File: config.mk
export PLATFORM = sky130hd
export DESIGN_NAME = legacy_interval_timer
export DESIGN_NICKNAME = d
export VERILOG_FILES = /design/src/design/legacy_timer_pkg.sv /design/src/design/tone_counter_unit.sv /design/src/design/legacy_interval_timer.sv
export SDC_FILE = /design/constraint.sdc
export NUM_CORES = 1
export LEC_CHECK = 0
export BUFFER_PORTS_ARGS = -buffer_cell sky130_fd_sc_hd__buf_2
export CORE_MARGIN = 5
export CORE_UTILIZATION = 55
export CTS_BUF_LIST = sky130_fd_sc_hd__clkbuf_8 sky130_fd_sc_hd__clkbuf_16
export DETAILED_ROUTE_END_ITERATION = 16
export GPL_ROUTABILITY_DRIVEN = 0
export GPL_TIMING_DRIVEN = 1
export PLACE_DENSITY = 0.79
export REMOVE_ABC_BUFFERS = 1
export SKIP_LAST_GASP = 1
export SYNTH_ARGS = -nofsm -noshare
export SYNTH_HDL_FRONTEND = slang
export SYNTH_SLANG_ARGS = --single-unit
File: constraint.sdc
create_clock -name sys_clk -period 3.7 [get_ports sys_clk]
set_clock_uncertainty 0.1 [all_clocks]
set_input_delay 0.37 -clock sys_clk [delete_from_list [all_inputs] [get_ports sys_clk]]
set_output_delay 0.37 -clock sys_clk [all_outputs]
set_load 0.01 [all_outputs]
File: src/design/legacy_timer_pkg.sv
/*
 * Package for the legacy interval timer: port offsets, command field
 * layout, modes, tick timing and the per-counter configuration struct.
 * Assumes the host bus presents 8-bit I/O accesses with a port number.
 */
package legacy_timer_pkg;

   localparam logic [7:0] SYSTEM_TICK_COUNT_PORT = 8'h40;
   localparam logic [7:0] MIDDLE_COUNT_PORT = 8'h41;
   localparam logic [7:0] TONE_COUNT_PORT = 8'h42;
   localparam logic [7:0] TIMER_COMMAND_PORT = 8'h43;

   localparam int SEL_MSB = 7;
   localparam int SEL_LSB = 6;
   localparam int RW_MSB = 5;
   localparam int RW_LSB = 4;
   localparam int MODE_MSB = 3;
   localparam int MODE_LSB = 1;
   localparam int BCD_BIT = 0;
   localparam int RB_NOCOUNT_BIT = 5;
   localparam int RB_NOSTATUS_BIT = 4;
   localparam int RB_CNT2_BIT = 3;
   localparam int RB_CNT0_BIT = 1;

   localparam logic [1:0] SEL_READBACK = 2'h3;
   localparam logic [1:0] SEL_MIDDLE = 2'h1;
   localparam logic [1:0] RW_LATCH = 2'h0;
   localparam logic [1:0] RW_LOW = 2'h1;
   localparam logic [1:0] RW_HIGH = 2'h2;
   localparam logic [1:0] RW_BOTH = 2'h3;

   localparam logic [7:0] UNUSED_READ_VALUE = 8'hff;
   localparam logic [15:0] COUNT_RESET = 16'h0000;

   localparam int CLK_HZ = 50_000_000;
   localparam int TICK_HZ = 1_193_182;
   localparam int TICK_PERIOD_NS = 838;
   localparam int TICK_DIV_CYCLES = CLK_HZ / TICK_HZ;

   typedef enum logic [2:0] {
      MODE_EOC = 3'b000,
      MODE_ONESHOT = 3'b001,
      MODE_RATE = 3'b010,
      MODE_SQUARE = 3'b011,
      MODE_SWSTROBE = 3'b100,
      MODE_HWSTROBE = 3'b101
   } timer_mode_t;

   typedef struct packed {
      logic [1:0] rw;
      logic [2:0] mode;
      logic bcd;
   } counter_cfg_t;

endpackage

File: src/design/tone_counter_unit.sv
/*
 * One 16-bit down counter with its mode logic, latches and byte
 * sequencing. Assumes write and read strobes are single-cycle pulses
 * already decoded for this counter, and tick_en is a one-cycle enable.
 */
module tone_counter_unit
   import legacy_timer_pkg::*;
(
   // Clock and reset.
   input wire logic sys_clk,
   input wire logic srst,
   // Timing.
   input wire logic tick_en,
   input wire logic gate,
   // Command side.
   input wire logic cfg_we,
   input wire counter_cfg_t cfg_in,
   input wire logic latch_cnt,
   input wire logic latch_sts,
   // Data port.
   input wire logic data_we,
   input wire logic data_re,
   input wire logic [7:0] wdata,
   output logic [7:0] rdata,
   output logic out_level
);

   counter_cfg_t cfg_r;
   logic [15:0] cnt_r, init_r, olatch_r;
   logic [7:0] low_r, sts_r;
   logic wr_hi_r, rd_hi_r, null_r, load_r, armed_r;
   logic cnt_latched_r, sts_latched_r, phase_r;
   logic [15:0] dec;
   logic zero_hit;

   // BCD decrement is treated as binary; the host rarely uses BCD here.
   assign dec = (cfg_r.mode == MODE_SQUARE) ? 16'h0002 : 16'h0001;
   assign zero_hit = armed_r && (cnt_r <= dec);

   always_ff @(posedge sys_clk) begin
      if (srst) begin
         cfg_r <= '0;
      end else if (cfg_we) begin
         cfg_r <= cfg_in; // see RULE_09
      end
   end

   // A write merely stages the count; it loads on the next tick.
   always_ff @(posedge sys_clk) begin
      if (srst) begin
         init_r <= COUNT_RESET;
         low_r <= 8'h00;
         wr_hi_r <= 1'b0;
         null_r <= 1'b0;
         load_r <= 1'b0;
      end else if (cfg_we) begin
         wr_hi_r <= 1'b0;
         load_r <= 1'b0;
         null_r <= 1'b1;
      end else if (data_we) begin
         unique case (cfg_r.rw) // see RULE_06
            RW_LOW: begin
               init_r <= {8'h00, wdata};
               load_r <= 1'b1; // see RULE_07
            end
            RW_HIGH: begin
               init_r <= {wdata, 8'h00};
               load_r <= 1'b1;
            end
            default: begin
               if (!wr_hi_r) begin
                  low_r <= wdata;
                  wr_hi_r <= 1'b1;
               end else begin
                  init_r <= {wdata, low_r};
                  wr_hi_r <= 1'b0;
                  load_r <= 1'b1;
               end
            end
         endcase
      end else if (tick_en && load_r) begin
         load_r <= 1'b0; // see RULE_02
         null_r <= 1'b0;
      end
   end

   always_ff @(posedge sys_clk) begin
      if (srst) begin
         cnt_r <= COUNT_RESET;
         armed_r <= 1'b0;
         out_level <= 1'b0;
         phase_r <= 1'b0;
      end else if (cfg_we) begin
         armed_r <= 1'b0;
         phase_r <= 1'b0;
         out_level <= (cfg_in.mode[2:1] != 2'b00); // see RULE_10
      end else if (tick_en && load_r) begin
         cnt_r <= init_r;
         armed_r <= 1'b1;
         // A fresh count starts a high half, so the next zero drops it.
         phase_r <= 1'b0; // see RULE_03
         if (cfg_r.mode == MODE_EOC || cfg_r.mode == MODE_ONESHOT) begin
            out_level <= 1'b0;
         end else begin
            out_level <= 1'b1;
         end
      end else if (tick_en && gate && armed_r) begin // see RULE_16
         unique case (cfg_r.mode)
            MODE_EOC: begin
               if (zero_hit) begin
                  out_level <= 1'b1; // see RULE_10
                  armed_r <= 1'b0;
               end
               cnt_r <= cnt_r - 16'h0001;
            end
            MODE_ONESHOT: begin
               out_level <= zero_hit; // see RULE_11
               cnt_r <= zero_hit ? init_r : cnt_r - 16'h0001;
            end
            MODE_RATE: begin
               out_level <= !zero_hit; // see RULE_12
               cnt_r <= zero_hit ? init_r : cnt_r - 16'h0001;
            end
            MODE_SQUARE: begin
               if (zero_hit) begin
                  out_level <= phase_r; // see RULE_03
                  phase_r <= !phase_r;
                  cnt_r <= init_r;
               end else begin
                  cnt_r <= cnt_r - 16'h0002;
               end
            end
            default: begin
               out_level <= !zero_hit; // see RULE_13
               if (zero_hit) begin
                  armed_r <= 1'b0;
               end
               cnt_r <= cnt_r - 16'h0001;
            end
         endcase
      end else if (tick_en && !armed_r && cfg_r.mode != MODE_EOC) begin
         out_level <= (cfg_r.mode != MODE_ONESHOT);
      end
   end

   // Latches hold the first capture until read or reprogrammed.
   always_ff @(posedge sys_clk) begin
      if (srst) begin
         olatch_r <= COUNT_RESET;
         sts_r <= 8'h00;
         cnt_latched_r <= 1'b0;
         sts_latched_r <= 1'b0;
         rd_hi_r <= 1'b0;
      end else if (cfg_we) begin
         cnt_latched_r <= 1'b0; // see RULE_20
         sts_latched_r <= 1'b0;
         rd_hi_r <= 1'b0;
      end else begin
         if (latch_cnt && !cnt_latched_r) begin
            olatch_r <= cnt_r; // see RULE_17
            cnt_latched_r <= 1'b1; // see RULE_18
         end
         if (latch_sts && !sts_latched_r) begin
            sts_r <= {out_level, null_r, cfg_r}; // see RULE_19
            sts_latched_r <= 1'b1; // see RULE_21
         end
         if (data_re) begin
            if (sts_latched_r) begin
               sts_latched_r <= 1'b0; // see RULE_22
            end else if (cfg_r.rw == RW_BOTH && !rd_hi_r) begin
               rd_hi_r <= 1'b1; // see RULE_15
            end else begin
               rd_hi_r <= 1'b0;
               cnt_latched_r <= 1'b0; // see RULE_20
            end
         end
      end
   end

   logic [15:0] src;
   assign src = cnt_latched_r ? olatch_r : cnt_r;

   // Combinational read data; sampled by the bus on the read strobe.
   always_comb begin
      if (sts_latched_r) begin
         rdata = sts_r;
      end else if (cfg_r.rw == RW_HIGH ||
                   (cfg_r.rw == RW_BOTH && rd_hi_r)) begin
         rdata = src[15:8]; // see RULE_14
      end else begin
         rdata = src[7:0];
      end
   end

   second_read_a: assert property (@(posedge sys_clk) disable iff (srst)
      data_re && !sts_latched_r && cfg_r.rw == RW_BOTH && !rd_hi_r
      && !cfg_we |=> rd_hi_r) // see RULE_15
      else $error("second byte not selected after first read");
   first_latch_a: assert property (@(posedge sys_clk) disable iff (srst)
      latch_cnt && cnt_latched_r && !cfg_we && !data_re
      |=> olatch_r == $past(olatch_r)) // see RULE_18
      else $error("later latch overwrote held count");
   sts_first_a: assert property (@(posedge sys_clk) disable iff (srst)
      data_re && sts_latched_r && !cfg_we && !latch_cnt
      |=> !sts_latched_r && cnt_latched_r == $past(cnt_latched_r)
      && rd_hi_r == $past(rd_hi_r)) // see RULE_22
      else $error("status read consumed the count");
   load_tick_a: assert property (@(posedge sys_clk) disable iff (srst)
      tick_en && load_r && !cfg_we && !data_we |=> cnt_r == $past(init_r)
      && !load_r) // see RULE_02
      else $error("count not loaded on tick");
   gate_hold_a: assert property (@(posedge sys_clk) disable iff (srst)
      !gate && !load_r && !cfg_we |=> cnt_r == $past(cnt_r)) // see RULE_16
      else $error("count moved with gate low");
   eoc_high_a: assert property (@(posedge sys_clk) disable iff (srst)
      cfg_r.mode == MODE_EOC && out_level && !cfg_we && !load_r
      |=> out_level) // see RULE_10
      else $error("mode 0 output dropped");

endmodule // tone_counter_unit

File: src/design/legacy_interval_timer.sv
/*
 * Top of the legacy interval timer: I/O port decode, tick divider and
 * the two implemented counters. Assumes io_wr and io_rd are one-cycle
 * strobes from the host bus on sys_clk, and the gate level is synced.
 */
// Overview of operation
// RULE_01 - Counters tick at 1.193 MHz only when working; the divider of 41 sys_clk cycles gives about 1.22 MHz.
// RULE_02 - Written count loads one tick later.
// RULE_03 - Square wave toggles output, decrements by two.
// RULE_04 - Tone frequency equals tick over initial count; an odd count gives tick over count plus one.
// RULE_05 - Host writes control word before any count.
// RULE_06 - Bits 5,4 pick low, high or both bytes.
// RULE_07 - New count accepted anytime, mode unchanged.
// RULE_08 - Host keeps two-byte writes uninterrupted.
// RULE_09 - Command port selects counter, mode, format, BCD; the BCD bit is only stored and shown in status, counting stays binary.
// RULE_10 - Mode 0 output rises at zero, stays high.
// RULE_11 - Mode 1 output high one tick at zero.
// RULE_12 - Mode 2 pulses low one tick, reloads.
// RULE_13 - Modes 4,5 pulse low one tick at expiry.
// RULE_14 - Simple reads at ports 40h and 42h.
// RULE_15 - Reads follow byte format, two reads.
// RULE_16 - Tone gate low stops tone counting.
// RULE_17 - Latch command captures count, counting continues.
// RULE_18 - Repeat latch ignored until first read.
// RULE_19 - Read-back captures count and status together.
// RULE_20 - Capture released on read or reprogram.
// RULE_21 - Repeat status capture ignored until read.
// RULE_22 - Status read first, then count bytes.
// RULE_23 - Middle counter commands and reads have no effect.
module legacy_interval_timer
   import legacy_timer_pkg::*;
(
   // Clock and reset.
   input wire logic sys_clk,
   input wire logic srst,
   // Power state and gates.
   input wire logic working_state,
   input wire logic tone_gate,
   // Host I/O port.
   input wire logic io_wr,
   input wire logic io_rd,
   input wire logic [7:0] io_addr,
   input wire logic [7:0] io_wdata,
   output logic [7:0] io_rdata,
   // Outputs.
   output logic system_tick_irq,
   output logic tone_out
);

   // The divider rounds down to whole sys_clk cycles, so the tick drifts
   // slightly from the ideal rate; a real part would use a fractional
   // divider from the crystal.
   logic [7:0] div_r;
   logic tick_en;

   always_ff @(posedge sys_clk) begin
      if (srst) begin
         div_r <= 8'h00;
      end else if (!working_state) begin
         div_r <= 8'h00; // see RULE_01
      end else if (div_r == 8'(TICK_DIV_CYCLES - 1)) begin
         div_r <= 8'h00;
      end else begin
         div_r <= div_r + 8'h01;
      end
   end
   assign tick_en = working_state && (div_r == 8'(TICK_DIV_CYCLES - 1));

   logic cmd_wr, ctl_word, rb_cmd;
   logic [1:0] sel;
   counter_cfg_t cfg_in;
   assign cmd_wr = io_wr && io_addr == TIMER_COMMAND_PORT;
   assign sel = io_wdata[SEL_MSB:SEL_LSB];
   assign rb_cmd = cmd_wr && sel == SEL_READBACK;
   assign ctl_word = cmd_wr && sel != SEL_READBACK
                     && io_wdata[RW_MSB:RW_LSB] != RW_LATCH;
   assign cfg_in = '{rw: io_wdata[RW_MSB:RW_LSB],
                     mode: io_wdata[MODE_MSB:MODE_LSB],
                     bcd: io_wdata[BCD_BIT]};

   logic [1:0] cfg_we, latch_c, latch_s, d_we, d_re;
   logic [7:0] rd0, rd2;

   // Counter index 0 is the system tick, index 1 the tone counter; the
   // middle select code 1 matches neither, so it does nothing.
   always_comb begin
      cfg_we[0] = ctl_word && sel == 2'h0; // see RULE_09
      cfg_we[1] = ctl_word && sel == 2'h2; // see RULE_23
      latch_c[0] = (cmd_wr && sel == 2'h0 && !ctl_word)
         || (rb_cmd && !io_wdata[RB_NOCOUNT_BIT]
             && io_wdata[RB_CNT0_BIT]); // see RULE_17
      latch_c[1] = (cmd_wr && sel == 2'h2 && !ctl_word)
         || (rb_cmd && !io_wdata[RB_NOCOUNT_BIT]
             && io_wdata[RB_CNT2_BIT]); // see RULE_19
      latch_s[0] = rb_cmd && !io_wdata[RB_NOSTATUS_BIT]
         && io_wdata[RB_CNT0_BIT];
      latch_s[1] = rb_cmd && !io_wdata[RB_NOSTATUS_BIT]
         && io_wdata[RB_CNT2_BIT];
      d_we[0] = io_wr && io_addr == SYSTEM_TICK_COUNT_PORT;
      d_we[1] = io_wr && io_addr == TONE_COUNT_PORT;
      d_re[0] = io_rd && io_addr == SYSTEM_TICK_COUNT_PORT; // see RULE_14
      d_re[1] = io_rd && io_addr == TONE_COUNT_PORT;
   end

   tone_counter_unit tick_cnt (
      .sys_clk(sys_clk),
      .srst(srst),
      .tick_en(tick_en),
      .gate(1'b1),
      .cfg_we(cfg_we[0]),
      .cfg_in(cfg_in),
      .latch_cnt(latch_c[0]),
      .latch_sts(latch_s[0]),
      .data_we(d_we[0]),
      .data_re(d_re[0]),
      .wdata(io_wdata),
      .rdata(rd0),
      .out_level(system_tick_irq) // see RULE_03
   );

   tone_counter_unit tone_cnt (
      .sys_clk(sys_clk),
      .srst(srst),
      .tick_en(tick_en),
      .gate(tone_gate), // see RULE_16
      .cfg_we(cfg_we[1]),
      .cfg_in(cfg_in),
      .latch_cnt(latch_c[1]),
      .latch_sts(latch_s[1]),
      .data_we(d_we[1]),
      .data_re(d_re[1]),
      .wdata(io_wdata),
      .rdata(rd2),
      .out_level(tone_out) // see RULE_04
   );

   // Read data is registered on the strobe so it stands afterwards.
   always_ff @(posedge sys_clk) begin
      if (srst) begin
         io_rdata <= 8'h00;
      end else if (io_rd) begin
         unique case (io_addr)
            SYSTEM_TICK_COUNT_PORT: io_rdata <= rd0;
            TONE_COUNT_PORT: io_rdata <= rd2;
            default: io_rdata <= UNUSED_READ_VALUE; // see RULE_23
         endcase
      end
   end

   no_tick_a: assert property (@(posedge sys_clk) disable iff (srst)
      !working_state |=> !tick_en [*8]) // see RULE_01
      else $error("tick outside working state");
   middle_dead_a: assert property (@(posedge sys_clk) disable iff (srst)
      cmd_wr && sel == SEL_MIDDLE |-> cfg_we == 2'b00) // see RULE_23
      else $error("middle counter command reached a counter");
   unused_read_a: assert property (@(posedge sys_clk) disable iff (srst)
      io_rd && io_addr == MIDDLE_COUNT_PORT
      |=> io_rdata == UNUSED_READ_VALUE) // see RULE_23
      else $error("middle port returned data");

endmodule // legacy_interval_timer

### Yosys cells after proc, flatten, opt, wreduce, memory -nomap -nowiden

Cells that the tools add are included.

| operators by class | value |
|---|---|
| $add $sub $neg | 5 |
| multiply operators | 0 |
| divide/modulo/power cells | 0 |
| magnitude comparators | 2 |
| equal/unequal tests | 31 |
| shift operators | 0 |
| mux-type cells | 77 |
| bitwise operators | 9 |
| reduce and logical (&&, ||, !) cells | 115 |

Operators with widths:

| kind | number |
|---|---|
| 16-bit two-way mux | 12 |
| 16-bit case mux with 2 select lines | 4 |
| 1-bit two-way mux | 52 |
| 1-bit logical AND | 40 |
| 16-bit less-or-equal comparator | 2 |
| 8-bit two-way mux | 4 |
| 16-bit by 1-bit subtractor with 16-bit output (second input constant) | 2 |
| 16-bit by 2-bit subtractor with 16-bit output (second input constant) | 2 |
| 2-bit AND reduction | 14 |
| 8-bit by 7-bit equality test with 1-bit output (second input constant) | 3 |
| 3-bit AND reduction | 8 |
| 2-bit nonzero test | 10 |
| 8-bit case mux with 2 select lines | 1 |
| 1-bit zero test | 15 |
| 3-bit OR reduction | 5 |
| 2-bit equality test (second input constant) | 6 |
| 3-bit by 2-bit equality test with 1-bit output (second input constant) | 4 |
| 3-bit nonzero test | 4 |
| 2-bit OR reduction | 6 |
| 5-bit by 2-bit != test with 1-bit output (second input constant) | 2 |
| 5-bit by 3-bit != test with 1-bit output (second input constant) | 2 |
| 1-bit inverter | 9 |
| 8-bit by 1-bit adder with 8-bit output (second input constant) | 1 |
| 8-bit by 6-bit equality test with 1-bit output (second input constant) | 1 |
| 13 further kinds | 30 |

| word-level totals | value |
|---|---|
| bits in registers | 174 |
| bits in latches | 0 |
| memory bits (writable) | 0 |
| memory bits (read-only) | 0 |
| input bits | 22 |
| output and inout port bits | 10 |
| memories | 0 |

### Longest topological paths before layout

| depth | value |
|---|---|
| depth after elaboration | 12 |
| gate-level depth with buffers | 12 |

### Cells and area by module

From an unflattened synthesis, not the netlist that was laid out.

| second synthesis, totals | value |
|---|---|
| cells, all modules | 1237 |
| area, all modules | 10102.2 sq um |

By module, submodules not included:

| module | instances | cells an instance | area each (sq um) | seq. area each (sq um) |
|---|---|---|---|---|
| tone_counter_unit (tone_cnt) | 1 | 557 | 4630.7 | 1581.5 |
| tone_counter_unit (tick_cnt) | 1 | 576 | 4571.9 | 1581.5 |
| legacy_interval_timer | 1 | 104 | 899.6 | 320.3 |

### Least setup slack after synthesis

Ideal clock, no wire load.

| path | value |
|---|---|
| path kind | register to register |
| start | register tick_cnt.cfg_r[1] (netlist name) |
| end | register tick_cnt.cnt_r[10] |
| arrival time | 2847 ps |
| required time | 3505 ps |
| slack | 658 ps |
| stages on the path, launching flop included | 12 |
| path buffers | 1 |
| cell sequence | dfxtp_1 nand2_1 nor2_1 inv_1 clkbuf_1 ha_1 nor2b_1 o21ai_0 and4_1 nor3_1 a22oi_1 a221oi_1 |

| on the way | value |
|---|---|
| cells in the longest elaborated chain, start to end | 8 |
| elaborated cells on any way between the ends | 12 |
| those cells by class | order compare: 1; eq/ne: 3; mux: 6; reduce/logical: 2 |

RTL lines:

| element | line | source |
|---|---|---|
| start: declaration | tone_counter_unit.sv:28 | `counter_cfg_t cfg_r;` |
| start signal: assignment | tone_counter_unit.sv:44 | `cfg_r <= cfg_in;` |
| 3-bit by 2-bit equality test with 1-bit output | tone_counter_unit.sv:37, tone_counter_unit.sv:108 |  |
| 2-bit two-way mux | tone_counter_unit.sv:37 | `assign dec = (cfg_r.mode == MODE_SQUARE) ? 16'h0002 : 16'h0001;` |
| 16-bit less-or-equal comparator | tone_counter_unit.sv:38 | `assign zero_hit = armed_r && (cnt_r <= dec);` |
| 1-bit logical AND | tone_counter_unit.sv:38 |  |
| 16-bit two-way mux (on tied branches) | tone_counter_unit.sv:125, tone_counter_unit.sv:118, tone_counter_unit.sv:122 |  |
| 16-bit case mux with 2 select lines (*) | tone_counter_unit.sv:108 | `unique case (cfg_r.mode)` |
| 16-bit two-way mux (*) | tone_counter_unit.sv:107 | `end else if (tick_en && gate && armed_r) begin` |
| 16-bit two-way mux (*) | tone_counter_unit.sv:97 | `end else if (tick_en && load_r) begin` |
| end signal: assignment | tone_counter_unit.sv:98 | `cnt_r <= init_r;` |
| end signal: assignment | tone_counter_unit.sv:128 | `cnt_r <= init_r;` |
| end signal: assignment | tone_counter_unit.sv:130 | `cnt_r <= cnt_r - 16'h0002;` |
| end: declaration | tone_counter_unit.sv:29 | `logic [15:0] cnt_r, init_r, olatch_r;` |

Mark *: on every way between the ends. The rest lies on a longest branch, timed or not. The select of a mux whose other input is x is not followed.
A chain may end at the register's enable or synchronous reset.

### Worst setup path in the final report

| path | value |
|---|---|
| start | register div_r[0] |
| end | register tick_cnt.cnt_r[10] |

| on the way | value |
|---|---|
| cells in the longest elaborated chain, start to end | 5 |
| elaborated cells on any way between the ends | 7 |
| those cells by class | eq/ne: 1; mux: 1; reduce/logical: 5 |

RTL lines:

| element | line | source |
|---|---|---|
| start: declaration | legacy_interval_timer.sv:53 | `logic [7:0] div_r;` |
| start signal: assignment | legacy_interval_timer.sv:64 | `div_r <= div_r + 8'h01;` |
| 8-bit by 6-bit equality test with 1-bit output (*) | legacy_interval_timer.sv:67 | `assign tick_en = working_state && (div_r == 8'(TICK_DIV_CYCLES - 1));` |
| 1-bit logical AND (*) | legacy_interval_timer.sv:67 |  |
| 1-bit logical AND (on tied branches) | tone_counter_unit.sv:107, tone_counter_unit.sv:97 |  |
| 2-bit nonzero test (no source line) | -- |  |
| 2-bit AND reduction (no source line) | -- |  |
| end signal: assignment | tone_counter_unit.sv:114 | `cnt_r <= cnt_r - 16'h0001;` |
| end signal: assignment | tone_counter_unit.sv:118 | `cnt_r <= zero_hit ? init_r : cnt_r - 16'h0001;` |
| end signal: assignment | tone_counter_unit.sv:122 | `cnt_r <= zero_hit ? init_r : cnt_r - 16'h0001;` |

Mark *: on every way between the ends. The rest lies on a longest branch, timed or not.

==> results by group <==
Finish
  – Syn-to-layout area delta: 8.79%
  – Share of post-route cells with drive strength above 1: 11.7%
  – Post-layout util: 60.4%
  – Fin cells: 1413
  – # diodes: 0
  – Commonest cells after routing, fill and taps aside: nand2_1 (204), dfxtp_1 (174), a21oi_1 (121)
  – Final nets: 1215
  – Commonest non-fill, non-tap cell in the layout: nand2_1
  – Fin area: 0.0104 mm^2

Setup path
  – Setup Crit Path Kind: reg2reg
  – Critical path launch point type: register
  – Reg2reg setup slack: 450 ps
  – Critical path required time: 3940 ps
  – Crit end category: register
  – WP data arrival: 3490 ps
  – Crit Path Max Fanout: 16
  – Worst reg2reg path depth: 9

Clock tree
  – Post-CTS Setup Bufs: 0
  – Cts bufs inserted: 17
  – Clk Latency, worst-skew pair: 430 ps
  – H-tree depth: 4
  – CTS tree: done
  – Cts hold-fix bufs: 0
  – Clock-pin slew on the worst setup and hold paths: 70 ps
  – Root Buffer Master: clkbuf_16
  – Bufs on Longest Clock Path: 2
  – CTS sink cnt: 174
  – PostCTS Resize Cnt: 0

Routing
  – Drt wl/cell: 18.9 um
  – Drt via density: 6.36
  – Post-route ant nets: 0
  – Total iterations of the first detailed-routing run: 6
  – Met1 WL: 11800 um
  – Routed vias: 8992
  – Residual DRC count: 0
  – Routed wl met3: 2560 um
  – DRT iter0 DRCs: 1140
  – DRT Wirelength: 26700 um
  – Met2 wire length: 11800 um
  – Top Metal Used: met4

STA
  – RSZ-0062 raised after global routing: no
  – Worst Hold Slack: 220 ps
  – Slew Viols, Final: 0
  – Slew margin rel.: 28.8%
  – Final setup violation count: 0
  – Setup TNS: 0 ps
  – Setup ws final: 449 ps
  – Fin. Hold Viols: 0
  – Highest Clock Rate: 308 MHz
  – Min Tclk post-route: 3250 ps
  – Final period utilization: 87.9%
  – Least-Margin Pin Slew: 1050 ps

Placement
  – Post-DP HPWL: 18600 um
  – Place WS: 576 ps
  – Port Buffers: 31
  – Placed insts: 1381
  – Dpl cell area: 0.00977 mm^2

Logic synthesis
  – Cell area after synthesis: 0.00954 mm^2
  – FFs w/ async S/R, synth: 0%
  – Post-synthesis sequential area ratio: 36.5%
  – Avg Inst Size Synth: 8.00 um^2
  – Post-synth top area share: 36.5%
  – Syn. warnings: 0
  – FF+latch count, synth: 174
  – Post-synth EDFFs: 0
  – Post-Syn Instances: 1192
  – Synth unique cells: 79
  – Synth top area cells: dfxtp_1 (37%), nand2_1 (8.0%), a21oi_1 (6.3%)
  – Synth area leader: dfxtp_1
  – Ys flop type: dfxtp_1

Global route
  – First-pass GRT wire length: 43300 um
  – Vias in the first global route: 8096
  – GRT Overall Usage: 26.6%
  – Pin count of the biggest net entering global routing: 74
  – Grt total ovfl: 0
  – Initial antenna violation count: 0

Floorplan
  – Row cnt: 48
  – Die Wd: 142 um
  – Core Area: 0.0172 mm^2
  – Die Ht: 142 um
  – Full die area: 0.0201 mm^2
  – Initial Util: 55.5%
  – IO Count: 32

Pwr
  – P_leak: 3.58 nW
  – Pwr/cell area: 372 mW/mm^2
  – Total power: 3.86 mW
  – Worst vdd ir: 0.351 mV

Run status
  – Status: finished, final reports clean

Flow run
  – MaxCap Viol Count: 0

Hold path
  – Worst hold stages: 3
  – Hold Crit Class: in2reg
==> logic make-up (layout without fill, tap and decap cells) <==
family,after synthesis,after routing,share of synthesized area [%]
xor gates and xnor gates,33,33,3.03
and+or+nand+nor,497,497,24.5
adders and majority gates,18,18,2.36
AOI/OAI and AO/OA,306,306,21.6
muxes,44,44,6.77
DFF,174,174,36.5
buffers and inverters,120,116,5.29
==> flip-flops by register name (all words and copies together), names as in the netlist, 6 cells and up <==
register,cells
tick_cnt.cnt_r,16
tick_cnt.olatch_r,16
tone_cnt.sts_r,8
io_rdata,8
tick_cnt.sts_r,8
tick_cnt.init_r,16
tone_cnt.cfg_r,6
tick_cnt.low_r,8
tone_cnt.init_r,16
tone_cnt.olatch_r,16
tone_cnt.low_r,8
tone_cnt.cnt_r,16
div_r,8
tick_cnt.cfg_r,6
==> critical path: stages, from the launching register on <==
cell,delay [ps]
dfxtp_1,420
inv_1,70
ha_1,180
or4b_4,210
or2_1,520
nor2_2,240
nor3_1,780
buf_4,260
a22oi_1,80
a221oi_1,290
==> report_power, final <==
group | internal [mW] | switching (mW) | total (mW)
registers | 1.88 | 0.00474 | 1.88
clock network | 1.07 | 0.790 | 1.86
logic | 0.0289 | 0.0801 | 0.109
total | 2.98 | 0.875 | 3.86
==> metal layers <==
metal	track usage (%)	vias up
li1	-	4278
met1	39.4	4225
met2	39.2	434
met3	5.76	55
met4	7.17	0
met5	0	-
==> final timing paths <==
kind                                 to                   from
hold / removal        tone_cnt.low_r[2]            io_wdata[2]
hold reg to reg   tone_cnt.olatch_r[13]  tone_cnt.olatch_r[13]
setup / recovery     tick_cnt.cnt_r[10]               div_r[0]
setup reg to reg     tick_cnt.cnt_r[10]               div_r[0]
==> Yosys cell counts (all sizes together) (6+ instances only) <==
| master | number |
|---|---|
| nor2 | 115 |
| o221ai | 11 |
| dfxtp | 174 |
| clkbuf | 71 |
| o211a | 10 |
| nor4 | 12 |
| inv | 27 |
| xnor2 | 17 |
| nor3 | 39 |
| a22oi | 13 |
| buf | 21 |
| xor2 | 16 |
| nor2b | 11 |
| or2 | 12 |
| o41ai | 7 |
| nand4 | 7 |
| nand3 | 41 |
| a211oi | 33 |
| a311oi | 6 |
| mux4 | 16 |
| nand2 | 204 |
| mux2i | 24 |
| a21oi | 123 |
| ha | 18 |
| o21ai | 33 |
| a221oi | 19 |
| and2 | 7 |
| and3 | 15 |
==> cell type report <==
type / instances / area, um^2
fill: 1504 / 6800
multi-input combinational: 898 / 5550
sequential: 174 / 3480
clock buffer: 17 / 425
timing repair buffer: 56 / 345
tap: 225 / 282
clock inverter: 15 / 185
inverter: 28 / 105
(Power assumes the default switching activity.)
